[config.mk]
export PLATFORM = sky130hd
export DESIGN_NAME = pmi_mii_port
export DESIGN_NICKNAME = d
export VERILOG_FILES = /design/src/pmi_pkg.sv /design/src/pmi_mii_port.sv /design/src/pmi_skid_buf.sv
export SDC_FILE = /design/constraint.sdc
export NUM_CORES = 1
export LEC_CHECK = 0
export ABC_AREA = 0
export ABC_CLOCK_PERIOD_IN_PS = 2150
export BUFFER_PORTS_ARGS = -buffer_cell sky130_fd_sc_hd__buf_2
export CORE_MARGIN = 8
export CORE_UTILIZATION = 45
export DETAILED_ROUTE_END_ITERATION = 12
export PLACE_DENSITY = 0.71
export SETUP_SLACK_MARGIN = 0.3
export SLEW_MARGIN = 0
export SYNTH_ARGS = -nofsm -noshare
export SYNTH_HDL_FRONTEND = slang
export SYNTH_HIERARCHICAL = 1
export SYNTH_SLANG_ARGS = --single-unit
[constraint.sdc]
create_clock -name i_clk -period 2.15 [get_ports i_clk]
set_input_delay 0.215 -clock i_clk [delete_from_list [all_inputs] [get_ports i_clk]]
set_output_delay 0.215 -clock i_clk [all_outputs]
set_load 0.02 [all_outputs]
[src/pmi_pkg.sv]
// How it works
// - Management data pin is open drain; either end may pull it low.
// - Half duplex: carrier sense high for receive or transmit activity.
// - Full duplex: carrier sense follows receive activity only.
// - Half duplex: collision high while transmit and receive overlap.
// - 10 Mb/s half duplex with heartbeat: collision pulse about 1 us after transmit.
// - Full duplex: collision always low, no heartbeat.
// - Transmit clock is 25 MHz at 100 Mb/s, 2.5 MHz at 10 Mb/s; here it is 20 MHz at 100 Mb/s.
// - At 100 Mb/s, transmit error with enable sends the halt code.
// - At 10 Mb/s the transmit error input is ignored.
// - Receive clock is 25 MHz at 100 Mb/s, 2.5 MHz at 10 Mb/s; here it is 20 MHz at 100 Mb/s.
// - Receive data changes only at the falling edge of the receive clock.
// - Receive valid is high with valid nibbles, changed at the falling edge.
// - At 100 Mb/s, receive error marks an invalid code group in a packet.
// - Line paths follow the speed from forced setting or negotiation.
`default_nettype none
package pmi_pkg;

   // ----------------------------------------
   // Clocking
   // ----------------------------------------
   localparam int unsigned CLK_HZ = 40_000_000;
   localparam int unsigned MII_CLK_100_HZ = 25_000_000;
   localparam int unsigned MII_CLK_10_HZ = 2_500_000;
   localparam int unsigned MDC_MAX_HZ = 25_000_000;
   localparam int DIV_W = 8;
   // Half periods round down but never below one cycle.
   localparam int unsigned HALF_100_RAW = CLK_HZ / (2 * MII_CLK_100_HZ);
   localparam int unsigned HALF_10_RAW = CLK_HZ / (2 * MII_CLK_10_HZ);
   localparam logic [DIV_W-1:0] HALF_100_CYC =
      DIV_W'((HALF_100_RAW < 1) ? 1 : HALF_100_RAW);
   localparam logic [DIV_W-1:0] HALF_10_CYC =
      DIV_W'((HALF_10_RAW < 1) ? 1 : HALF_10_RAW);

   // ----------------------------------------
   // Heartbeat
   // ----------------------------------------
   localparam int unsigned SQE_NS = 1000;
   localparam int SQE_W = 8;
   localparam logic [SQE_W-1:0] SQE_CYC =
      SQE_W'((SQE_NS * (CLK_HZ / 1_000_000)) / 1000);

   // ----------------------------------------
   // Data path
   // ----------------------------------------
   localparam int NIB_W = 4;
   localparam int TXB_W = NIB_W + 1;
   localparam int TXB_HALT_BIT = NIB_W;
   localparam logic [NIB_W-1:0] NIB_ZERO = 4'h0;
   localparam int BUF_DEPTH = 2;

endpackage

`default_nettype wire

[src/pmi_mii_port.sv]
`timescale 1ns/1ps
`default_nettype none

module pmi_mii_port
   import pmi_pkg::*;
(
   input wire logic i_clk,
   input wire logic i_rst_n,
   // Link configuration from forced setting or negotiation.
   input wire logic i_speed_100,
   input wire logic i_full_duplex,
   input wire logic i_heartbeat_en,
   // MAC transmit side.
   output logic o_tx_clk,
   input wire logic [NIB_W-1:0] i_txd,
   input wire logic i_tx_en,
   input wire logic i_tx_er,
   output logic o_tx_overrun,
   // MAC receive side.
   output logic o_rx_clk,
   output logic [NIB_W-1:0] o_rxd,
   output logic o_rx_dv,
   output logic o_rx_er,
   output logic o_crs,
   output logic o_col,
   // Line transmit pair encoder.
   output logic o_line_tx_valid,
   input wire logic i_line_tx_ready,
   output logic [NIB_W-1:0] o_line_tx_nibble,
   output logic o_line_tx_halt,
   output logic o_line_tx_active,
   output logic o_line_speed_100,
   // Line receive decoder.
   input wire logic i_line_rx_carrier,
   input wire logic i_line_rx_valid,
   input wire logic [NIB_W-1:0] i_line_rx_nibble,
   input wire logic i_line_rx_code_err,
   // Management pins and the frame engine behind them.
   input wire logic i_mdc,
   input wire logic i_mdio_in,
   output logic o_mdio_out,
   output logic o_mdio_oe,
   input wire logic i_mgmt_drive,
   input wire logic i_mgmt_bit,
   output logic o_mgmt_sample,
   output logic o_mgmt_bit
);

   // ----------------------------------------
   // Reset release
   // ----------------------------------------
   logic rst_meta_r;
   logic rst_n_r;

   // Assertion is immediate; release waits two edges to avoid a runt.
   always_ff @(posedge i_clk or negedge i_rst_n) begin
      if (!i_rst_n) begin
         rst_meta_r <= 1'b0;
         rst_n_r <= 1'b0;
      end else begin
         rst_meta_r <= 1'b1;
         rst_n_r <= rst_meta_r;
      end
   end

   // ----------------------------------------
   // MII clock generation
   // ----------------------------------------
   logic [DIV_W-1:0] div_cnt_r;
   logic mii_clk_r;
   logic mii_rise;
   logic mii_fall;
   logic div_wrap;

   function automatic logic [DIV_W-1:0] half_cycles(input logic spd100);
      half_cycles = spd100 ? HALF_100_CYC : HALF_10_CYC;
   endfunction

   // At 40 MHz the 25 MHz rate is not reachable; the 100 Mb/s half
   // period clamps to one cycle, so the real part runs this from the
   // 25 MHz reference instead.
   assign div_wrap = (div_cnt_r >= half_cycles(i_speed_100) - 1'b1);
   assign mii_rise = div_wrap & ~mii_clk_r;
   assign mii_fall = div_wrap & mii_clk_r;

   // One divider drives both clocks; the wrap compare uses the current speed, so a change applies at the next cycle.
   always_ff @(posedge i_clk or negedge rst_n_r) begin
      if (!rst_n_r) begin
         div_cnt_r <= '0;
         mii_clk_r <= 1'b0;
      end else if (div_wrap) begin
         div_cnt_r <= '0;
         mii_clk_r <= ~mii_clk_r;
      end else begin
         div_cnt_r <= div_cnt_r + 1'b1;
      end
   end

   // Clock outputs come from flops that mirror the divider phase.
   always_ff @(posedge i_clk or negedge rst_n_r) begin
      if (!rst_n_r) begin
         o_tx_clk <= 1'b0;
         o_rx_clk <= 1'b0;
      end else begin
         o_tx_clk <= mii_clk_r ^ div_wrap;
         o_rx_clk <= mii_clk_r ^ div_wrap;
      end
   end

   // ----------------------------------------
   // Transmit sampling
   // ----------------------------------------
   logic tx_act_r;
   logic tx_push;
   logic tx_halt;
   logic buf_in_ready;
   logic buf_out_valid;
   logic [TXB_W-1:0] buf_out_data;

   // Inputs are taken at the rising transmit clock edge only.
   assign tx_push = mii_rise & i_tx_en;
   // Error only matters at 100 Mb/s and only alongside enable.
   assign tx_halt = i_speed_100 & i_tx_er;

   // Transmit activity follows enable as seen at each rising edge.
   always_ff @(posedge i_clk or negedge rst_n_r) begin
      if (!rst_n_r) begin
         tx_act_r <= 1'b0;
      end else if (mii_rise) begin
         tx_act_r <= i_tx_en;
      end
   end

   // The MAC cannot be stalled, so a nibble refused is flagged, not lost silently.
   always_ff @(posedge i_clk or negedge rst_n_r) begin
      if (!rst_n_r) begin
         o_tx_overrun <= 1'b0;
      end else if (tx_push && !buf_in_ready) begin
         o_tx_overrun <= 1'b1;
      end else if (mii_rise && !i_tx_en) begin
         o_tx_overrun <= 1'b0;
      end
   end

   pmi_skid_buf #(
      .WIDTH(TXB_W),
      .DEPTH(BUF_DEPTH)
   ) u_tx_buf (
      .i_clk(i_clk),
      .i_rst_n(rst_n_r),
      .i_valid(tx_push),
      .o_ready(buf_in_ready),
      .i_data({tx_halt, i_txd}),
      .o_valid(buf_out_valid),
      .i_ready(!o_line_tx_valid || i_line_tx_ready),
      .o_data(buf_out_data)
   );

   // Output stage holds a word until the encoder takes it.
   // Valid never waits on ready, so a stalled encoder still gains a third slot.
   always_ff @(posedge i_clk or negedge rst_n_r) begin
      if (!rst_n_r) begin
         o_line_tx_valid <= 1'b0;
         o_line_tx_nibble <= NIB_ZERO;
         o_line_tx_halt <= 1'b0;
      end else if (!o_line_tx_valid || i_line_tx_ready) begin
         o_line_tx_valid <= buf_out_valid;
         o_line_tx_nibble <= buf_out_data[NIB_W-1:0];
         o_line_tx_halt <= buf_out_data[TXB_HALT_BIT];
      end
   end

   // Line configuration follows the resolved speed.
   always_ff @(posedge i_clk or negedge rst_n_r) begin
      if (!rst_n_r) begin
         o_line_speed_100 <= 1'b0;
         o_line_tx_active <= 1'b0;
      end else begin
         o_line_speed_100 <= i_speed_100;
         o_line_tx_active <= tx_act_r;
      end
   end

   // ----------------------------------------
   // Receive presentation
   // ----------------------------------------
   logic rx_hold_r;
   logic [NIB_W-1:0] rx_nib_r;
   logic rx_err_r;

   // A decoded nibble waits here until the next falling edge.
   always_ff @(posedge i_clk or negedge rst_n_r) begin
      if (!rst_n_r) begin
         rx_hold_r <= 1'b0;
         rx_nib_r <= NIB_ZERO;
         rx_err_r <= 1'b0;
      end else if (i_line_rx_valid) begin
         rx_hold_r <= 1'b1;
         rx_nib_r <= i_line_rx_nibble;
         rx_err_r <= i_line_rx_code_err & i_speed_100;
      end else if (mii_fall) begin
         rx_hold_r <= 1'b0;
      end
   end

   // Data, valid and error all change only at the falling edge.
   always_ff @(posedge i_clk or negedge rst_n_r) begin
      if (!rst_n_r) begin
         o_rxd <= NIB_ZERO;
         o_rx_dv <= 1'b0;
         o_rx_er <= 1'b0;
      end else if (mii_fall) begin
         o_rxd <= rx_hold_r ? rx_nib_r : NIB_ZERO;
         o_rx_dv <= rx_hold_r;
         o_rx_er <= rx_hold_r & rx_err_r;
      end
   end

   // ----------------------------------------
   // Carrier, collision and heartbeat
   // ----------------------------------------
   logic [SQE_W-1:0] sqe_cnt_r;
   logic tx_act_d_r;
   logic sqe_start;

   assign sqe_start = tx_act_d_r & ~tx_act_r & ~i_speed_100 &
                      ~i_full_duplex & i_heartbeat_en;

   // Heartbeat counts out about one microsecond after transmit ends.
   always_ff @(posedge i_clk or negedge rst_n_r) begin
      if (!rst_n_r) begin
         tx_act_d_r <= 1'b0;
         sqe_cnt_r <= '0;
      end else begin
         tx_act_d_r <= tx_act_r;
         if (i_full_duplex) begin
            sqe_cnt_r <= '0;
         end else if (sqe_start) begin
            sqe_cnt_r <= SQE_CYC;
         end else if (sqe_cnt_r != '0) begin
            sqe_cnt_r <= sqe_cnt_r - 1'b1;
         end
      end
   end

   // Duplex decides whether our own transmit counts as carrier.
   always_ff @(posedge i_clk or negedge rst_n_r) begin
      if (!rst_n_r) begin
         o_crs <= 1'b0;
         o_col <= 1'b0;
      end else if (i_full_duplex) begin
         o_crs <= i_line_rx_carrier;
         o_col <= 1'b0;
      end else begin
         o_crs <= i_line_rx_carrier | tx_act_r;
         o_col <= (i_line_rx_carrier & tx_act_r) | (sqe_cnt_r != '0);
      end
   end

   // ----------------------------------------
   // Management pins
   // ----------------------------------------
   logic mdc_d_r;

   // Management clock is sampled as a plain input; its rate limit is
   // the agent's job, and at 40 MHz only slower clocks are seen cleanly.
   always_ff @(posedge i_clk or negedge rst_n_r) begin
      if (!rst_n_r) begin
         mdc_d_r <= 1'b0;
         o_mgmt_sample <= 1'b0;
         o_mgmt_bit <= 1'b0;
      end else begin
         mdc_d_r <= i_mdc;
         o_mgmt_sample <= i_mdc & ~mdc_d_r;
         if (i_mdc && !mdc_d_r) begin
            o_mgmt_bit <= i_mdio_in;
         end
      end
   end

   // Open drain: only ever pull low; the pull-up supplies the ones.
   always_ff @(posedge i_clk or negedge rst_n_r) begin
      if (!rst_n_r) begin
         o_mdio_out <= 1'b0;
         o_mdio_oe <= 1'b0;
      end else begin
         o_mdio_out <= 1'b0;
         o_mdio_oe <= i_mgmt_drive & ~i_mgmt_bit;
      end
   end

endmodule

`default_nettype wire

[src/pmi_skid_buf.sv]
`timescale 1ns/1ps
`default_nettype none

module pmi_skid_buf
   import pmi_pkg::*;
#(
   parameter int WIDTH = TXB_W,
   parameter int DEPTH = BUF_DEPTH
) (
   input wire logic i_clk,
   input wire logic i_rst_n,
   input wire logic i_valid,
   output logic o_ready,
   input wire logic [WIDTH-1:0] i_data,
   output logic o_valid,
   input wire logic i_ready,
   output logic [WIDTH-1:0] o_data
);

   localparam int PTR_W = (DEPTH > 1) ? $clog2(DEPTH) : 1;
   localparam int CNT_W = $clog2(DEPTH + 1);
   localparam logic [CNT_W-1:0] FULL_CNT = CNT_W'(DEPTH);
   localparam logic [PTR_W-1:0] LAST_PTR = PTR_W'(DEPTH - 1);

   logic [WIDTH-1:0] mem_r [DEPTH];
   logic [PTR_W-1:0] wr_ptr_r;
   logic [PTR_W-1:0] rd_ptr_r;
   logic [CNT_W-1:0] cnt_r;
   logic push;
   logic pop;

   // Full and empty come straight from the count, so both stay honest.
   assign o_ready = (cnt_r != FULL_CNT);
   assign o_valid = (cnt_r != '0);
   assign o_data = mem_r[rd_ptr_r];
   assign push = i_valid & o_ready;
   assign pop = o_valid & i_ready;

   function automatic logic [PTR_W-1:0] ptr_inc(input logic [PTR_W-1:0] p);
      ptr_inc = (p == LAST_PTR) ? '0 : p + 1'b1;
   endfunction

   // Storage needs no reset; valid data is qualified by the count.
   always_ff @(posedge i_clk) begin
      if (push) begin
         mem_r[wr_ptr_r] <= i_data;
      end
   end

   // Pointers and occupancy.
   always_ff @(posedge i_clk or negedge i_rst_n) begin
      if (!i_rst_n) begin
         wr_ptr_r <= '0;
         rd_ptr_r <= '0;
         cnt_r <= '0;
      end else begin
         if (push) begin
            wr_ptr_r <= ptr_inc(wr_ptr_r);
         end
         if (pop) begin
            rd_ptr_r <= ptr_inc(rd_ptr_r);
         end
         if (push && !pop) begin
            cnt_r <= cnt_r + 1'b1;
         end else if (pop && !push) begin
            cnt_r <= cnt_r - 1'b1;
         end
      end
   end

endmodule

`default_nettype wire

After elaboration in Yosys (flattened, before gate mapping)
Memories as Yosys holds them, arrays and structs flattened. A register that Yosys moved wholly into a read port is not among the register bits.
Index checks and enable logic that the tools add are counted.
- add/subtract/negate cells: 7
- multiply operators: 0
- divide/modulo/power cells: 0
- $lt $le $gt $ge: 1
- equality and inequality tests: 1
- shifts and indexed selects: 0
- multiplexer cells: 18
- bitwise gates (word level): 24
- reductions and logical operators: 19
- operators with widths (kind ; count):
    2-to-1 mux 8 bit ; 4
    AND 1 bit ; 15
    2-to-1 mux 1 bit ; 10
    adder 8 x 1 -> 8 bit, second input constant ; 1
    greater-or-equal comparator 8 bit ; 1
    2-to-1 mux 4 bit ; 2
    nonzero test 2 bit ; 4
    nonzero test 8 bit ; 1
    subtractor 8 x 1 -> 8 bit, second input constant ; 1
    logical NOT 1 bit ; 7
    NOT 1 bit ; 6
    logical AND 1 bit ; 5
    subtractor 4 x 1 -> 5 bit, second input constant ; 1
    2-to-1 mux 2 bit ; 2
    nonzero test 3 bit ; 1
    adder 1 bit, second input constant ; 2
    adder 2 x 1 -> 2 bit, second input constant ; 1
    != test 2 bit, second input constant ; 1
    OR 1 bit ; 2
    subtractor 2 x 1 -> 2 bit, second input constant ; 1
    logical OR 1 bit ; 1
    bitwise XOR 1 bit ; 1
- bits in registers: 47
- latch bits: 0
- memory bits (writable): 10
- memory bits (read-only): 0
- input bits: 23
- output and inout port bits: 23
- word-level logic and storage cells: 97
- memories kept: 1
- memory list (name ; words ; width ; read ports ; clocked after Yosys merged registers in ; wr ports ; line ; RTL):
    u_tx_buf.mem_r ; 2 ; 5 ; 1 ; 1 ; 1 ; pmi_skid_buf.sv:25 ; logic [WIDTH-1:0] mem_r [DEPTH];

Longest topological paths before layout
Gate-level depths: netlist (run 1).
- depth after elaboration: 10
- depth in mapped cells: 12
- gate-level depth less buffers: 12

Modules after synthesis
Netlist (run 1), hierarchy kept.
- by module, submodules not included (module ; instances ; cells an instance ; area each (um^2) ; seq. area each (um^2)):
    pmi_mii_port ; 1 ; 166 ; 1963.1 ; 1201.2
    pmi_skid_buf ; 1 ; 34 ; 573.0 ; 400.4

Worst setup path after synthesis (run 1)
Ideal clock, no wire load.
- path kind: register to register
- from: register div_cnt_r[0]
- to: register u_tx_buf.cnt_r[1]
- data arrival time: 2187 ps
- setup slack: -116 ps
- stages on the path, launching flop included: 12
- path buffers: 0
- period minus slack after synthesis: 2266 ps
- path through: dfrtp_1 -> inv_1 -> ha_1 -> nor3b_1 -> o211ai_1 -> ha_1 -> and2_1 -> nand2_1 -> inv_1 -> ha_1 -> nor2_1 -> xor2_1
- word-level cells in the longest chain between the ends: 7
- elaborated cells between the ends (all ways): 9
- classes of those cells: 1 x order compare; 1 x mux; 3 x bitwise; 4 x reduce/logical
- RTL lines (what ; line ; RTL):
    start: declaration ; pmi_mii_port.sv:69 ; logic [DIV_W-1:0] div_cnt_r;
    start signal: assignment ; pmi_mii_port.sv:95 ; div_cnt_r <= div_cnt_r + 1'b1;
    greater-or-equal comparator 8 bit * ; pmi_mii_port.sv:82 ; assign div_wrap = (div_cnt_r >= half_cycles(i_speed_100) - 1'b1);
    AND 1 bit * ; pmi_mii_port.sv:83 ; assign mii_rise = div_wrap & ~mii_clk_r;
    net mii_rise ; pmi_mii_port.sv:71 ; logic mii_rise;
    AND 1 bit * ; pmi_mii_port.sv:121 ; assign tx_push = mii_rise & i_tx_en;
    net tx_push ; pmi_mii_port.sv:114 ; logic tx_push;
    AND 1 bit * ; pmi_skid_buf.sv:36 ; assign push = i_valid & o_ready;
    logical NOT 1 bit ; pmi_skid_buf.sv:65 ; end else if (pop && !push) begin
    logical AND 1 bit ; pmi_skid_buf.sv:65 ;
    nonzero test 2 bit (no source line) ; - ;
    end signal: assignment ; pmi_skid_buf.sv:64 ; cnt_r <= cnt_r + 1'b1;
    end signal: assignment ; pmi_skid_buf.sv:66 ; cnt_r <= cnt_r - 1'b1;
    end: declaration ; pmi_skid_buf.sv:28 ; logic [CNT_W-1:0] cnt_r;
The timed path passes the listed nets; every way through them passes the cells marked *.
A chain may end at the register's enable or synchronous reset.

Worst setup path in the final report (run 1)
- from: register div_cnt_r[1]
- to: register u_tx_buf.cnt_r[1]
The elaborated chain is that of the path after synthesis.

==> results.md, run 1 <==
- Outcome: finished clean
- Sink Count: 62
- Peak supply drop: 0.7227 mV
- Wire length per cell: 13.88 um
- Synth top area cells: dfrtp_1, edfxtp_1, mux2_2, ha_1, inv_1
- Clock root buffer: clkbuf_8
- Hold slack: 0.03564 ns
- Setup TNS: 0 ns
- Final setup viols: 0
- Largest net degree at the start of global routing: 31
- Final Max Slew Viols: 0
- Seq cells post-synth: 62
- Routed vias: 1662
- Register area share after synthesis: 0.6315
- Crit start category: flip-flop
- R2r setup slk: 0.11 ns
- Vias in the first global route: 1732
- Routability cong.: 0.7287
- Post-Synthesis Cells: 200
- Synthesized area per cell: 12.68 sq um
- Drt pass-1 iters: 4
- Worst-path fanout max: 2
- Final ANT Viol Nets: 0
- Cell Pwr Density: 1345 nW/um^2
- I/O Pins: 46
- Asr flop ratio synth: 0.8387
- Placed Instances: 321
- ANT cells: 0
- Final hold vios: 0
- I/O Buffers: 44
- Leakage power: 1.551 nW
- Total grt overflow: 0
- Yosys warning total: 6
- H-Tree Depth: 3
- Die height: 91.08 um
- CTS Buffer Depth: 2
- Core area: 5473 sq um
- CTS tree: built
- Number of vias per cell: 4.749
- Final Skew: 0.005784 ns
- Final Critical Period: 2.042 ns
- Worst r2r dst: u_tx_buf/cnt_r[1]
- Max_cap viols: 0
- Initial DRC Count: 44
- DIE AREA: 8295 sq um
- Nets: 305
- Total Wirelength: 4858 um
- CP required: 2.36 ns
- Starting Density: 0.4634
- Hpwl dp: 3365 um
- Clock Latency Late Sink: 0.33 ns
- Synth Flop Type: dfrtp_1
- Area Growth Syn to Fin: 31.28%
- Core Rows: 27
- Final worst path period share: 0.9497
- CP Class: flip-flop to flip-flop
- Reg clk slew, reported paths: 0.07 ns
- Worst R2R Start: div_cnt_r[1]
- Critical Path End Type: flip-flop
- Endpoint, Worst Hold: o_mdio_oe
- Synthesized cell area: 2536 sq um
- First-pass GRT wire length: 7955 um
- Initial antenna violation count: 0
- Unique masters post-synth: 39
- Fillers: 451
- Overall Global Routing Usage: 0.1216
- DRC violations left: 0
- Top-count cell post-synth: dfrtp_1
- Layout cell share with drive strength beyond 1: 0.4317
- Worst r2r path cells: 11
- Finished Layout Cells: 350
- Num CTS Buffers: 9
- Most common library cells after synthesis: dfrtp_1, inv_1, mux2_2
- Synth area leader: dfrtp_1
- Hold_sp: i_mgmt_bit
- DIE WIDTH: 91.08 um
- Worst hold-check path type: input port to flip-flop
- Hold depth: 2
- Worst-margin pin slew: 0.6648 ns
- Worst slew margin relative to its limit: 0.5568
- Unrepaired setup endpoints after global routing: yes
- Post-synth EDFFs: 10
- Fmax: 489.8 MHz
- Arrival @ worst endpoint: 2.26 ns
- Yosys top cell area share: 0.5131
-- kinds of logic (layout without fill, tap and decap cells) --
group,Yosys count,count (layout),share of synthesized area
DFF,62,62,0.6315
other,2,6,0.002961
adders and majority gates,9,9,0.04440
xor gates and xnor gates,9,9,0.03108
AOI/OAI and AO/OA,29,29,0.06709
and+or+nand+nor,44,44,0.1021
muxes,17,17,0.07548
buffers and inverters,28,102,0.04538
-- worst max-delay path: stages (launching register included) --
cell      delay (ns)
dfrtp_1         0.38
ha_1            0.28
o21ai_1         0.05
o211ai_1        0.26
ha_2            0.23
and2_4          0.15
nand2_4         0.05
inv_4           0.05
ha_4            0.11
xor2_1          0.17
nor2_2          0.05
xor2_1          0.14
-- per-stage QoR --
stage	area [sq um]	utilization	setup WS (ns)	power, mW
2_1_floorplan	2581	-	-0.1002	2.846
3_3_place_gp	2919	0.5334	0.07493	3.196
3_5_place_dp	2919	0.5334	-0.02938	3.260
4_1_cts	3224	0.5892	0.09987	4.423
5_1_grt	3329	0.6084	-0.05774	4.770
6_report	3329	0.6084	0.1083	4.477
-- placed cells by master, fill, tap and decap left out, types with 2 or more instances in the layout --
| master | synthesis | layout |
|---|---|---|
| a21o_1 | 3 | 3 |
| a21oi_1 | 7 | 7 |
| buf_2 | 2 | 44 |
| buf_4 | 2 | 15 |
| buf_6 | 0 | 5 |
| bufinv_16 | 0 | 2 |
| clkbuf_1 | 4 | 2 |
| clkbuf_8 | 0 | 10 |
| clkinv_2 | 0 | 2 |
| conb_1 | 2 | 6 |
| dfrtp_1 | 52 | 51 |
| dlygate4sd3_1 | 0 | 2 |
| edfxtp_1 | 10 | 10 |
| ha_1 | 9 | 6 |
| ha_4 | 0 | 2 |
| inv_1 | 20 | 18 |
| mux2_2 | 17 | 16 |
| nand2_1 | 4 | 3 |
| nand2_4 | 1 | 2 |
| nand2b_1 | 2 | 2 |
| nand3_1 | 7 | 2 |
| nand3_2 | 0 | 5 |
| nor2_1 | 9 | 6 |
| nor2_2 | 0 | 2 |
| nor2b_1 | 3 | 3 |
| nor3_1 | 4 | 4 |
| o211ai_1 | 2 | 2 |
| o21a_1 | 2 | 2 |
| o21ai_0 | 11 | 5 |
| o21ai_1 | 0 | 4 |
| o21ai_2 | 0 | 2 |
| xnor2_1 | 6 | 6 |
| xor2_1 | 3 | 3 |
-- sequential cells by signal, indices dropped and copies added, names as in the netlist, 2 cells and up --
signal and flops:
div_cnt_r 8, rx_nib_r 4, sqe_cnt_r 8, u_tx_buf/cnt_r 2
u_tx_buf/mem_r 10, o_rxd 4, o_line_tx_nibble 4
-- worst max path at each step --
stage	start	to	slack (ns)	cells after the start
global placement	i_speed_100	u_tx_buf/cnt_r[1]	0.07	13
floorplan	div_cnt_r[2]	u_tx_buf/cnt_r[1]	-0.10	11
global route	div_cnt_r[0]	u_tx_buf/cnt_r[1]	-0.06	12
finish	div_cnt_r[1]	u_tx_buf/cnt_r[1]	0.11	11
CTS	div_cnt_r[0]	u_tx_buf/cnt_r[1]	0.1	12
detailed placement	i_speed_100	u_tx_buf/cnt_r[1]	-0.03	13
-- where the power goes --
| part | switching [mW] | leakage, nW | internal [mW] | total, mW |
|---|---|---|---|---|
| clock | 0.417 | 0.110 | 0.681 | 1.10 |
| combinational | 0.836 | 0.716 | 0.755 | 1.59 |
| sequential | 0.261 | 0.725 | 1.53 | 1.79 |
| total | 1.51 | 1.55 | 2.96 | 4.48 |
-- metal layers --
layer / vias to the layer above / routed length (um) / GRT usage
met5: - / 0 / 0
met4: 0 / 121 / 0.09413
met3: 10 / 240 / 0.03374
met2: 41 / 2460 / 0.1983
met1: 790 / 2036 / 0.1321
li1: 821 / - / -
-- cell type report --
cell class / count / area, sq um / share of cell area
sequential: 62 / 1603 / 0.4814
clock buffer: 12 / 145.1 / 0.04359
multi-input combinational: 114 / 934.6 / 0.2807
tap: 72 / 90.09 / 0.02706
timing repair buffer: 66 / 409.1 / 0.1229
inverter: 20 / 77.57 / 0.02330
clock inverter: 4 / 70.07 / 0.02104
-- what timing repair did --
action,4_1_cts,5_1_grt
hold endpoints to repair,3,0
setup buffers,5,5
gates resized for setup,7,22
pin swaps,3,3
setup endpoints to repair,13,21
hold buffers,2,0
gates cloned,0,1
Power figures use the tool's default switching activity.
==> run 2: changes to the inputs <==
--- a/config.mk
+++ b/config.mk
@@ -8,7 +8,7 @@
 export ABC_AREA = 0
 export ABC_CLOCK_PERIOD_IN_PS = 2150
 export BUFFER_PORTS_ARGS = -buffer_cell sky130_fd_sc_hd__buf_2
-export CORE_MARGIN = 8
+export CORE_MARGIN = 1
 export CORE_UTILIZATION = 45
 export DETAILED_ROUTE_END_ITERATION = 12
 export PLACE_DENSITY = 0.71
==> results.md, run 2 (same netlist as run 1, synthesis figures left out) <==
- Outcome: finished clean
- Die height: 77.08 um (-15%)
- Peak supply drop: 0.7066 mV (-2.2%)
- Clock Latency Late Sink: 0.33 ns (about the same)
- Starting Density: 0.4812 (+0.01782)
- Biggest regs: u_tx_buf/mem_r (10), div_cnt_r (8), sqe_cnt_r (8)
- I/O Buffers: 44 (unchanged)
- Met3 wire length: 167 um (-30%)
- Largest net degree at the start of global routing: 51 (+65%)
- Initial DRC Count: 97 (+120%)
- Worst hold-check path type: input port to flip-flop
- Power Total: 4.482 mW (+0.11%)
- Critical Path End Type: flip-flop
- Final worst path period share: 0.9213 (-0.02839)
- Switching pwr: 1.519 mW (+0.28%)
- Number of vias per cell: 4.778 (+0.62%)
- Max_cap viols: 0 (unchanged)
- Final Critical Period: 1.981 ns (-0.06105 ns)
- Num CTS Buffers: 9 (unchanged)
- Worst-path cell chain: inv_2, ha_4, nor3b_2, o211ai_1, ha_2, and2_4, nand2_4, inv_2, ha_4, xor2_2, nor2_2, xor2_1
- H-Tree Depth: 3 (unchanged)
- Hpwl dp: 3007 um (-11%)
- Cell Pwr Density: 1366 nW/um^2 (+1.6%)
- Reg clk slew, reported paths: 0.07 ns (about the same)
- Routed wl met2: 2118 um (-14%)
- Number of flip-flops in the largest register: 10 (unchanged)
- Routed vias: 1634 (-1.7%)
- CTS Buffer Depth: 2 (unchanged)
- Sink Count: 62 (unchanged)
- Wire length per cell: 12.86 um (-7.4%)
- Routability cong.: 0.7149 (-1.9%)
- Fmax: 504.9 MHz (+3.1%)
- First-pass GRT wire length: 7438 um (-6.5%)
- Nets: 299 (-2.0%)
- Internal: 2.963 mW (about the same)
- Uppermost layer routed: met4
- Area Growth Syn to Fin: 29.40%
- Max stage delay on crit path: 0.39 ns (about the same)
- Overall Global Routing Usage: 0.1685 (+0.04684)
- CP Class: flip-flop to flip-flop
- Reg with most FFs: u_tx_buf/mem_r
- Final Max Slew Viols: 0 (unchanged)
- Unrepaired setup endpoints after global routing: yes
- Initial antenna violation count: 0 (unchanged)
- Logic pwr share: 0.337 (-0.018)
- Clock Power Share: 0.267 (+0.022)
- Worst-path fanout max: 3 (+1)
- Crit start category: flip-flop
- Final setup viols: 0 (unchanged)
- Clock root buffer: clkbuf_8
- Core Rows: 26 (-3.7%)
- ANT cells: 0 (unchanged)
- Final hold vios: 0 (unchanged)
- Most common cell after layout, fill and taps aside: dfrtp_1
- Reg power frac: 0.396 (-0.003)
- CP required: 2.41 ns (+0.05 ns)
- I/O Pins: 46 (unchanged)
- Total Wirelength: 4398 um (-9.5%)
- CTS tree: built
- DIE AREA: 5941 sq um (-28%)
- Wl on met1: 2000 um (-1.8%)
- Total grt overflow: 0 (unchanged)
- Vias in the first global route: 1621 (-6.4%)
- Slowest stage cell, crit path: dfrtp_1
- Switching part of the total: 0.3389 (+0.0005619)
- Layout cell share with drive strength beyond 1: 0.4044 (-0.02724)
- Hold slack: 0.02390 ns (-0.01174 ns)
- Leakage power: 1.526 nW (-1.6%)
- DIE WIDTH: 77.08 um (-15%)
- Drt pass-1 iters: 2 (-2)
- Most frequent cells in the layout: dfrtp_1, buf_2, inv_1
- Arrival @ worst endpoint: 2.24 ns (-0.02 ns)
- Core area: 5270 sq um (-3.7%)
- Final ANT Viol Nets: 0 (unchanged)
- DRC violations left: 0 (unchanged)
- Final Skew: 0.005622 ns (-0.0001621 ns)
==> run 2: power groups by stage <==
| stage | Combinational [mW] | Sequential, mW | Clock (mW) |
|---|---|---|---|
| after floorplan | 0.933 | 1.91 | 0 |
| after global placement | 1.41 | 1.77 | 0 |
| after detailed placement | 1.46 | 1.78 | 0 |
| after CTS | 1.48 | 1.76 | 1.23 |
| after global routing | 1.68 | 1.83 | 1.27 |
| final | 1.51 | 1.78 | 1.19 |
==> run 2: per-stage QoR <==
step | util | instance area [sq um] | setup TNS [ns] | std cells | setup slack, ns
final | 0.6227 | 3282 | 0 | 342 | 0.1693
after global routing | 0.6227 | 3282 | 0 | 342 | 0.03476
after CTS | 0.6125 | 3228 | 0 | 339 | 0.1564
after detailed placement | 0.5544 | 2922 | 0 | 318 | 0.04441
after global placement | 0.5544 | 2922 | 0 | 318 | 0.08340
after floorplan | - | 2581 | -0.3805 | 204 | -0.1002
==> run 2: worst paths after layout <==
check                        startpoint                 to  slack [ns]  cells after the start
max in group asynchronous       rst_n_r    o_line_tx_valid        1.67                      1
max                        div_cnt_r[0]  u_tx_buf/cnt_r[1]        0.17                     12
min in group asynchronous       i_rst_n         rst_meta_r        0.21                      2
max reg2reg                div_cnt_r[0]  u_tx_buf/cnt_r[1]        0.17                     12
min reg2reg                     rst_n_r   o_line_speed_100        0.25                      1
min                          i_mgmt_bit          o_mdio_oe        0.02                      2
==> run 2: layout make-up <==
type / instances / area [sq um]
Sequential cell: 62 / 1603
Clock buffer: 10 / 148.9
Inverter: 20 / 75.07
Timing Repair Buffer: 60 / 365.4
Fill cell: 429 / 1988
Multi-Input combinational cell: 114 / 912.1
Clock inverter: 6 / 90.09
Tap cell: 70 / 87.58
==> run 2: routing by layer <==
metal | GRT usage | vias up
met4 | 0.1019 | 0
met1 | 0.2089 | 781
met5 | 0 | -
met2 | 0.2643 | 36
met3 | 0.04405 | 11
li1 | - | 806
==> run 2: worst max-delay path: cells and delay by family, from the launching register on <==
family	cells	cell delay, ns
buffers and inverters	2	0.11
xor gates and xnor gates	2	0.28
DFF	1	0.39
and+or+nand+nor	4	0.45
adders and majority gates	3	0.55
AOI/OAI and AO/OA	1	0.13
==> run 2: timing repair <==
action | 4_1_cts | 5_1_grt
setup buffers | 3 | 3
gates resized for setup | 4 | 7
hold buffers | 2 | 0
hold endpoints to repair | 3 | 0
pin swaps | 5 | 1
setup endpoints to repair | 13 | 21
==> run 3: changes to the inputs <==
--- a/config.mk
+++ b/config.mk
@@ -8,10 +8,12 @@
 export ABC_AREA = 0
 export ABC_CLOCK_PERIOD_IN_PS = 2150
 export BUFFER_PORTS_ARGS = -buffer_cell sky130_fd_sc_hd__buf_2
+export CELL_PAD_IN_SITES_DETAIL_PLACEMENT = 1
+export CELL_PAD_IN_SITES_GLOBAL_PLACEMENT = 2
 export CORE_MARGIN = 1
-export CORE_UTILIZATION = 45
+export CORE_UTILIZATION = 37
 export DETAILED_ROUTE_END_ITERATION = 12
-export PLACE_DENSITY = 0.71
+export PLACE_DENSITY = 0.83
 export SETUP_SLACK_MARGIN = 0.3
 export SLEW_MARGIN = 0
 export SYNTH_ARGS = -nofsm -noshare
==> results.md, run 3 (same netlist as run 1, synthesis figures left out) <==
- CTS Buffer Depth: 2 (unchanged)
- I/O Pins: 46 (unchanged)
- Switching pwr: 1.557 mW (+2.5%)
- Initial antenna violation count: 0 (unchanged)
- Logic pwr share: 0.360 (+0.023)
- Setup ws final: 0.05897 ns (-0.1103 ns)
- Post-place setup slack: -0.01631 ns (-0.06072 ns)
- Reg power frac: 0.407 (+0.011)
- Hold depth: 1 (-1)
- Buf/Inv on CP: 3 (+1)
- Reg clk slew, reported paths: 0.07 ns (about the same)
- Final Critical Period: 2.091 ns (+0.1103 ns)
- Finished Layout Cells: 355 (+3.8%)
- Cell Pwr Density: 1334 nW/um^2 (-2.3%)
- Final ANT Viol Nets: 0 (unchanged)
- Most common cell after layout, fill and taps aside: dfrtp_1
- Hpwl dp: 3344 um (+11%)
- Die height: 84.79 um (+10%)
- Most frequent cells in the layout: dfrtp_1, buf_2, inv_1
- ANT cells: 0 (unchanged)
- R2r setup slk: 0.06 ns (-0.11 ns)
- Worst r2r path cells: 10 (-2)
- Final worst path period share: 0.9726 (+0.05132)
- Vias in the first global route: 1748 (+7.8%)
- Biggest regs: u_tx_buf/mem_r (10), div_cnt_r (8), sqe_cnt_r (8)
- Max_cap viols: 0 (unchanged)
- Drt pass-1 iters: 11 (+9)
- Critical Path End Type: flip-flop
- Clock Power Share: 0.233 (-0.034)
- Outcome: finished, violations left
- Peak supply drop: 0.5257 mV (-26%)
- Hold_sp: i_speed_100
- Number of vias per cell: 4.775 (about the same)
- Crit start category: flip-flop
- Worst slew margin relative to its limit: 0.6181
- Failing checks: design-rule violations
- First-pass GRT wire length: 8383 um (+13%)
- Worst R2R Start: div_cnt_r[1]
- Final Skew: 0.01143 ns (+0.005808 ns)
- CP top delay family: adder cells
- Most frequent CP cell: buf_6
- Worst-path fanout max: 5 (+2)
- Overall Global Routing Usage: 0.1576 (-0.01085)
- Final setup viols: 0 (unchanged)
- I/O Buffers: 44 (unchanged)
- Initial DRC Count: 70 (-28%)
- Final instance area: 3312 sq um (+0.92%)
- Leakage power: 1.530 nW (+0.26%)
- Largest net degree at the start of global routing: 27 (-47%)
- DRC violations left: 4 (+4)
- Worst r2r dst: u_tx_buf/mem_r[0][2]
- Placed Instances: 324 (+1.9%)
- Fillers: 709 (+65%)
- Worst-path cell chain: ha_1, o21ai_1, o211ai_1, ha_2, and2_4, nand2_4, buf_4, buf_6, nor2_4, buf_6
- Crit. Startpoint: div_cnt_r[1]
- Routability cong.: 0.7130 (-0.27%)
- CP Class: flip-flop to flip-flop
- Final core utilization: 0.5099 (-0.1128)
- DIE WIDTH: 84.79 um (+10%)
- Sink Count: 62 (unchanged)
- Worst-margin pin slew: 0.5729 ns
- Final hold vios: 0 (unchanged)
- CP required: 2.21 ns (-0.20 ns)
- Unrepaired setup endpoints after global routing: yes
- Number of flip-flops in the largest register: 10 (unchanged)
- Routed vias: 1695 (+3.7%)
- Clock Latency Late Sink: 0.34 ns (about the same)
- Internal: 2.859 mW (-3.5%)
- Wire length per cell: 14.27 um (+11%)
- Core area: 6495 sq um (+23%)
- Setup TNS: 0 ns (unchanged)
- Final Max Slew Viols: 0 (unchanged)
- DIE AREA: 7189 sq um (+21%)
- H-Tree Depth: 3 (unchanged)
- Total grt overflow: 0 (unchanged)
- Layout cell share with drive strength beyond 1: 0.4065 (+0.002063)
- Arrival @ worst endpoint: 2.15 ns (-0.09 ns)
- Placed instance area: 2923 sq um (about the same)
- Slowest stage cell, crit path: dfrtp_1
- Fmax: 478.2 MHz (-5.3%)
- Switching part of the total: 0.3526 (+0.01375)
- Max stage delay on crit path: 0.39 ns (about the same)
- Area Growth Syn to Fin: 30.59%
- Total Wirelength: 5065 um (+15%)
- Reg with most FFs: u_tx_buf/mem_r
- Starting Density: 0.3905 (-0.09076)
- CTS tree: built
- Endpoint, Worst Hold: o_line_speed_100
- Core Rows: 29 (+12%)
- Clock root buffer: clkbuf_8
- Nets: 305 (+2.0%)
- Num CTS Buffers: 9 (unchanged)
- Worst hold-check path type: input port to flip-flop
run 3: cell count changes in the layout (fill, tap and decap cells not counted), moves of 2 or more:
cell and delta:
clkinv_1 +2, buf_4 +4, clkinvlp_4 +2, inv_4 -2
run 3: power groups by stage:
stage                     combinational [mW]  clock [mW]  sequential, mW
after CTS                               1.54        1.05            1.79
after detailed placement                1.46           0            1.80
after global routing                    1.76        1.10            1.85
after floorplan                        0.933           0            1.91
final                                   1.59        1.03            1.80
after global placement                  1.43           0            1.78
run 3: area by class of cell:
class,count,area (sq um),share of cell area
clock inverters,6,61.31,0.01851
well taps,77,96.34,0.02909
flip-flops and latches,62,1603,0.4839
inverters,20,75.07,0.02267
repair buffers,66,416.7,0.1258
clock buffers,10,137.6,0.04156
multi-input cells,114,922.1,0.2784
run 3: worst max path at each step:
stage,end,slack [ns],cells after the start
finish,u_tx_buf/mem_r[0][2],0.06,10
global route,u_tx_buf/cnt_r[1],-0.08,12
CTS,u_tx_buf/cnt_r[1],0.1,12
detailed placement,u_tx_buf/cnt_r[1],-0.02,13
global placement,u_tx_buf/cnt_r[1],0.07,13
floorplan,u_tx_buf/cnt_r[1],-0.10,11
run 3: layer usage:
| metal | up-vias | GRT usage | wire length [um] |
|---|---|---|---|
| met4 | 0 | 0.06471 | 80 |
| met1 | 834 | 0.1951 | 2269 |
| met3 | 7 | 0.06490 | 224 |
| li1 | 817 | - | - |
| met2 | 37 | 0.2454 | 2491 |
| met5 | - | 0 | 0 |
run 3: through the flow:
step	hold WS, ns	total power, mW
after global routing	0.04212	4.717
after floorplan	-0.08059	2.846
after global placement	-0.0001068	3.208
after detailed placement	0.001193	3.255
after CTS	0.005456	4.382
final	0.06242	4.417
run 3: timing repair:
action,in CTS,in global routing
endpoints found under the setup margin,19,18
endpoints found under the hold margin,3,1
hold buffers,2,1
buffers inserted,5,7
pin swaps,6,7
gates resized for setup,9,6
run 3: worst reg2reg max path, cell delays in order, from the launching register on:
cell      delay, ns
dfrtp_1        0.39
ha_1           0.28
o21ai_1        0.05
o211ai_1       0.24
ha_2           0.22
and2_4         0.15
nand2_4        0.05
buf_4          0.13
buf_6          0.11
nor2_4         0.07
buf_6          0.12
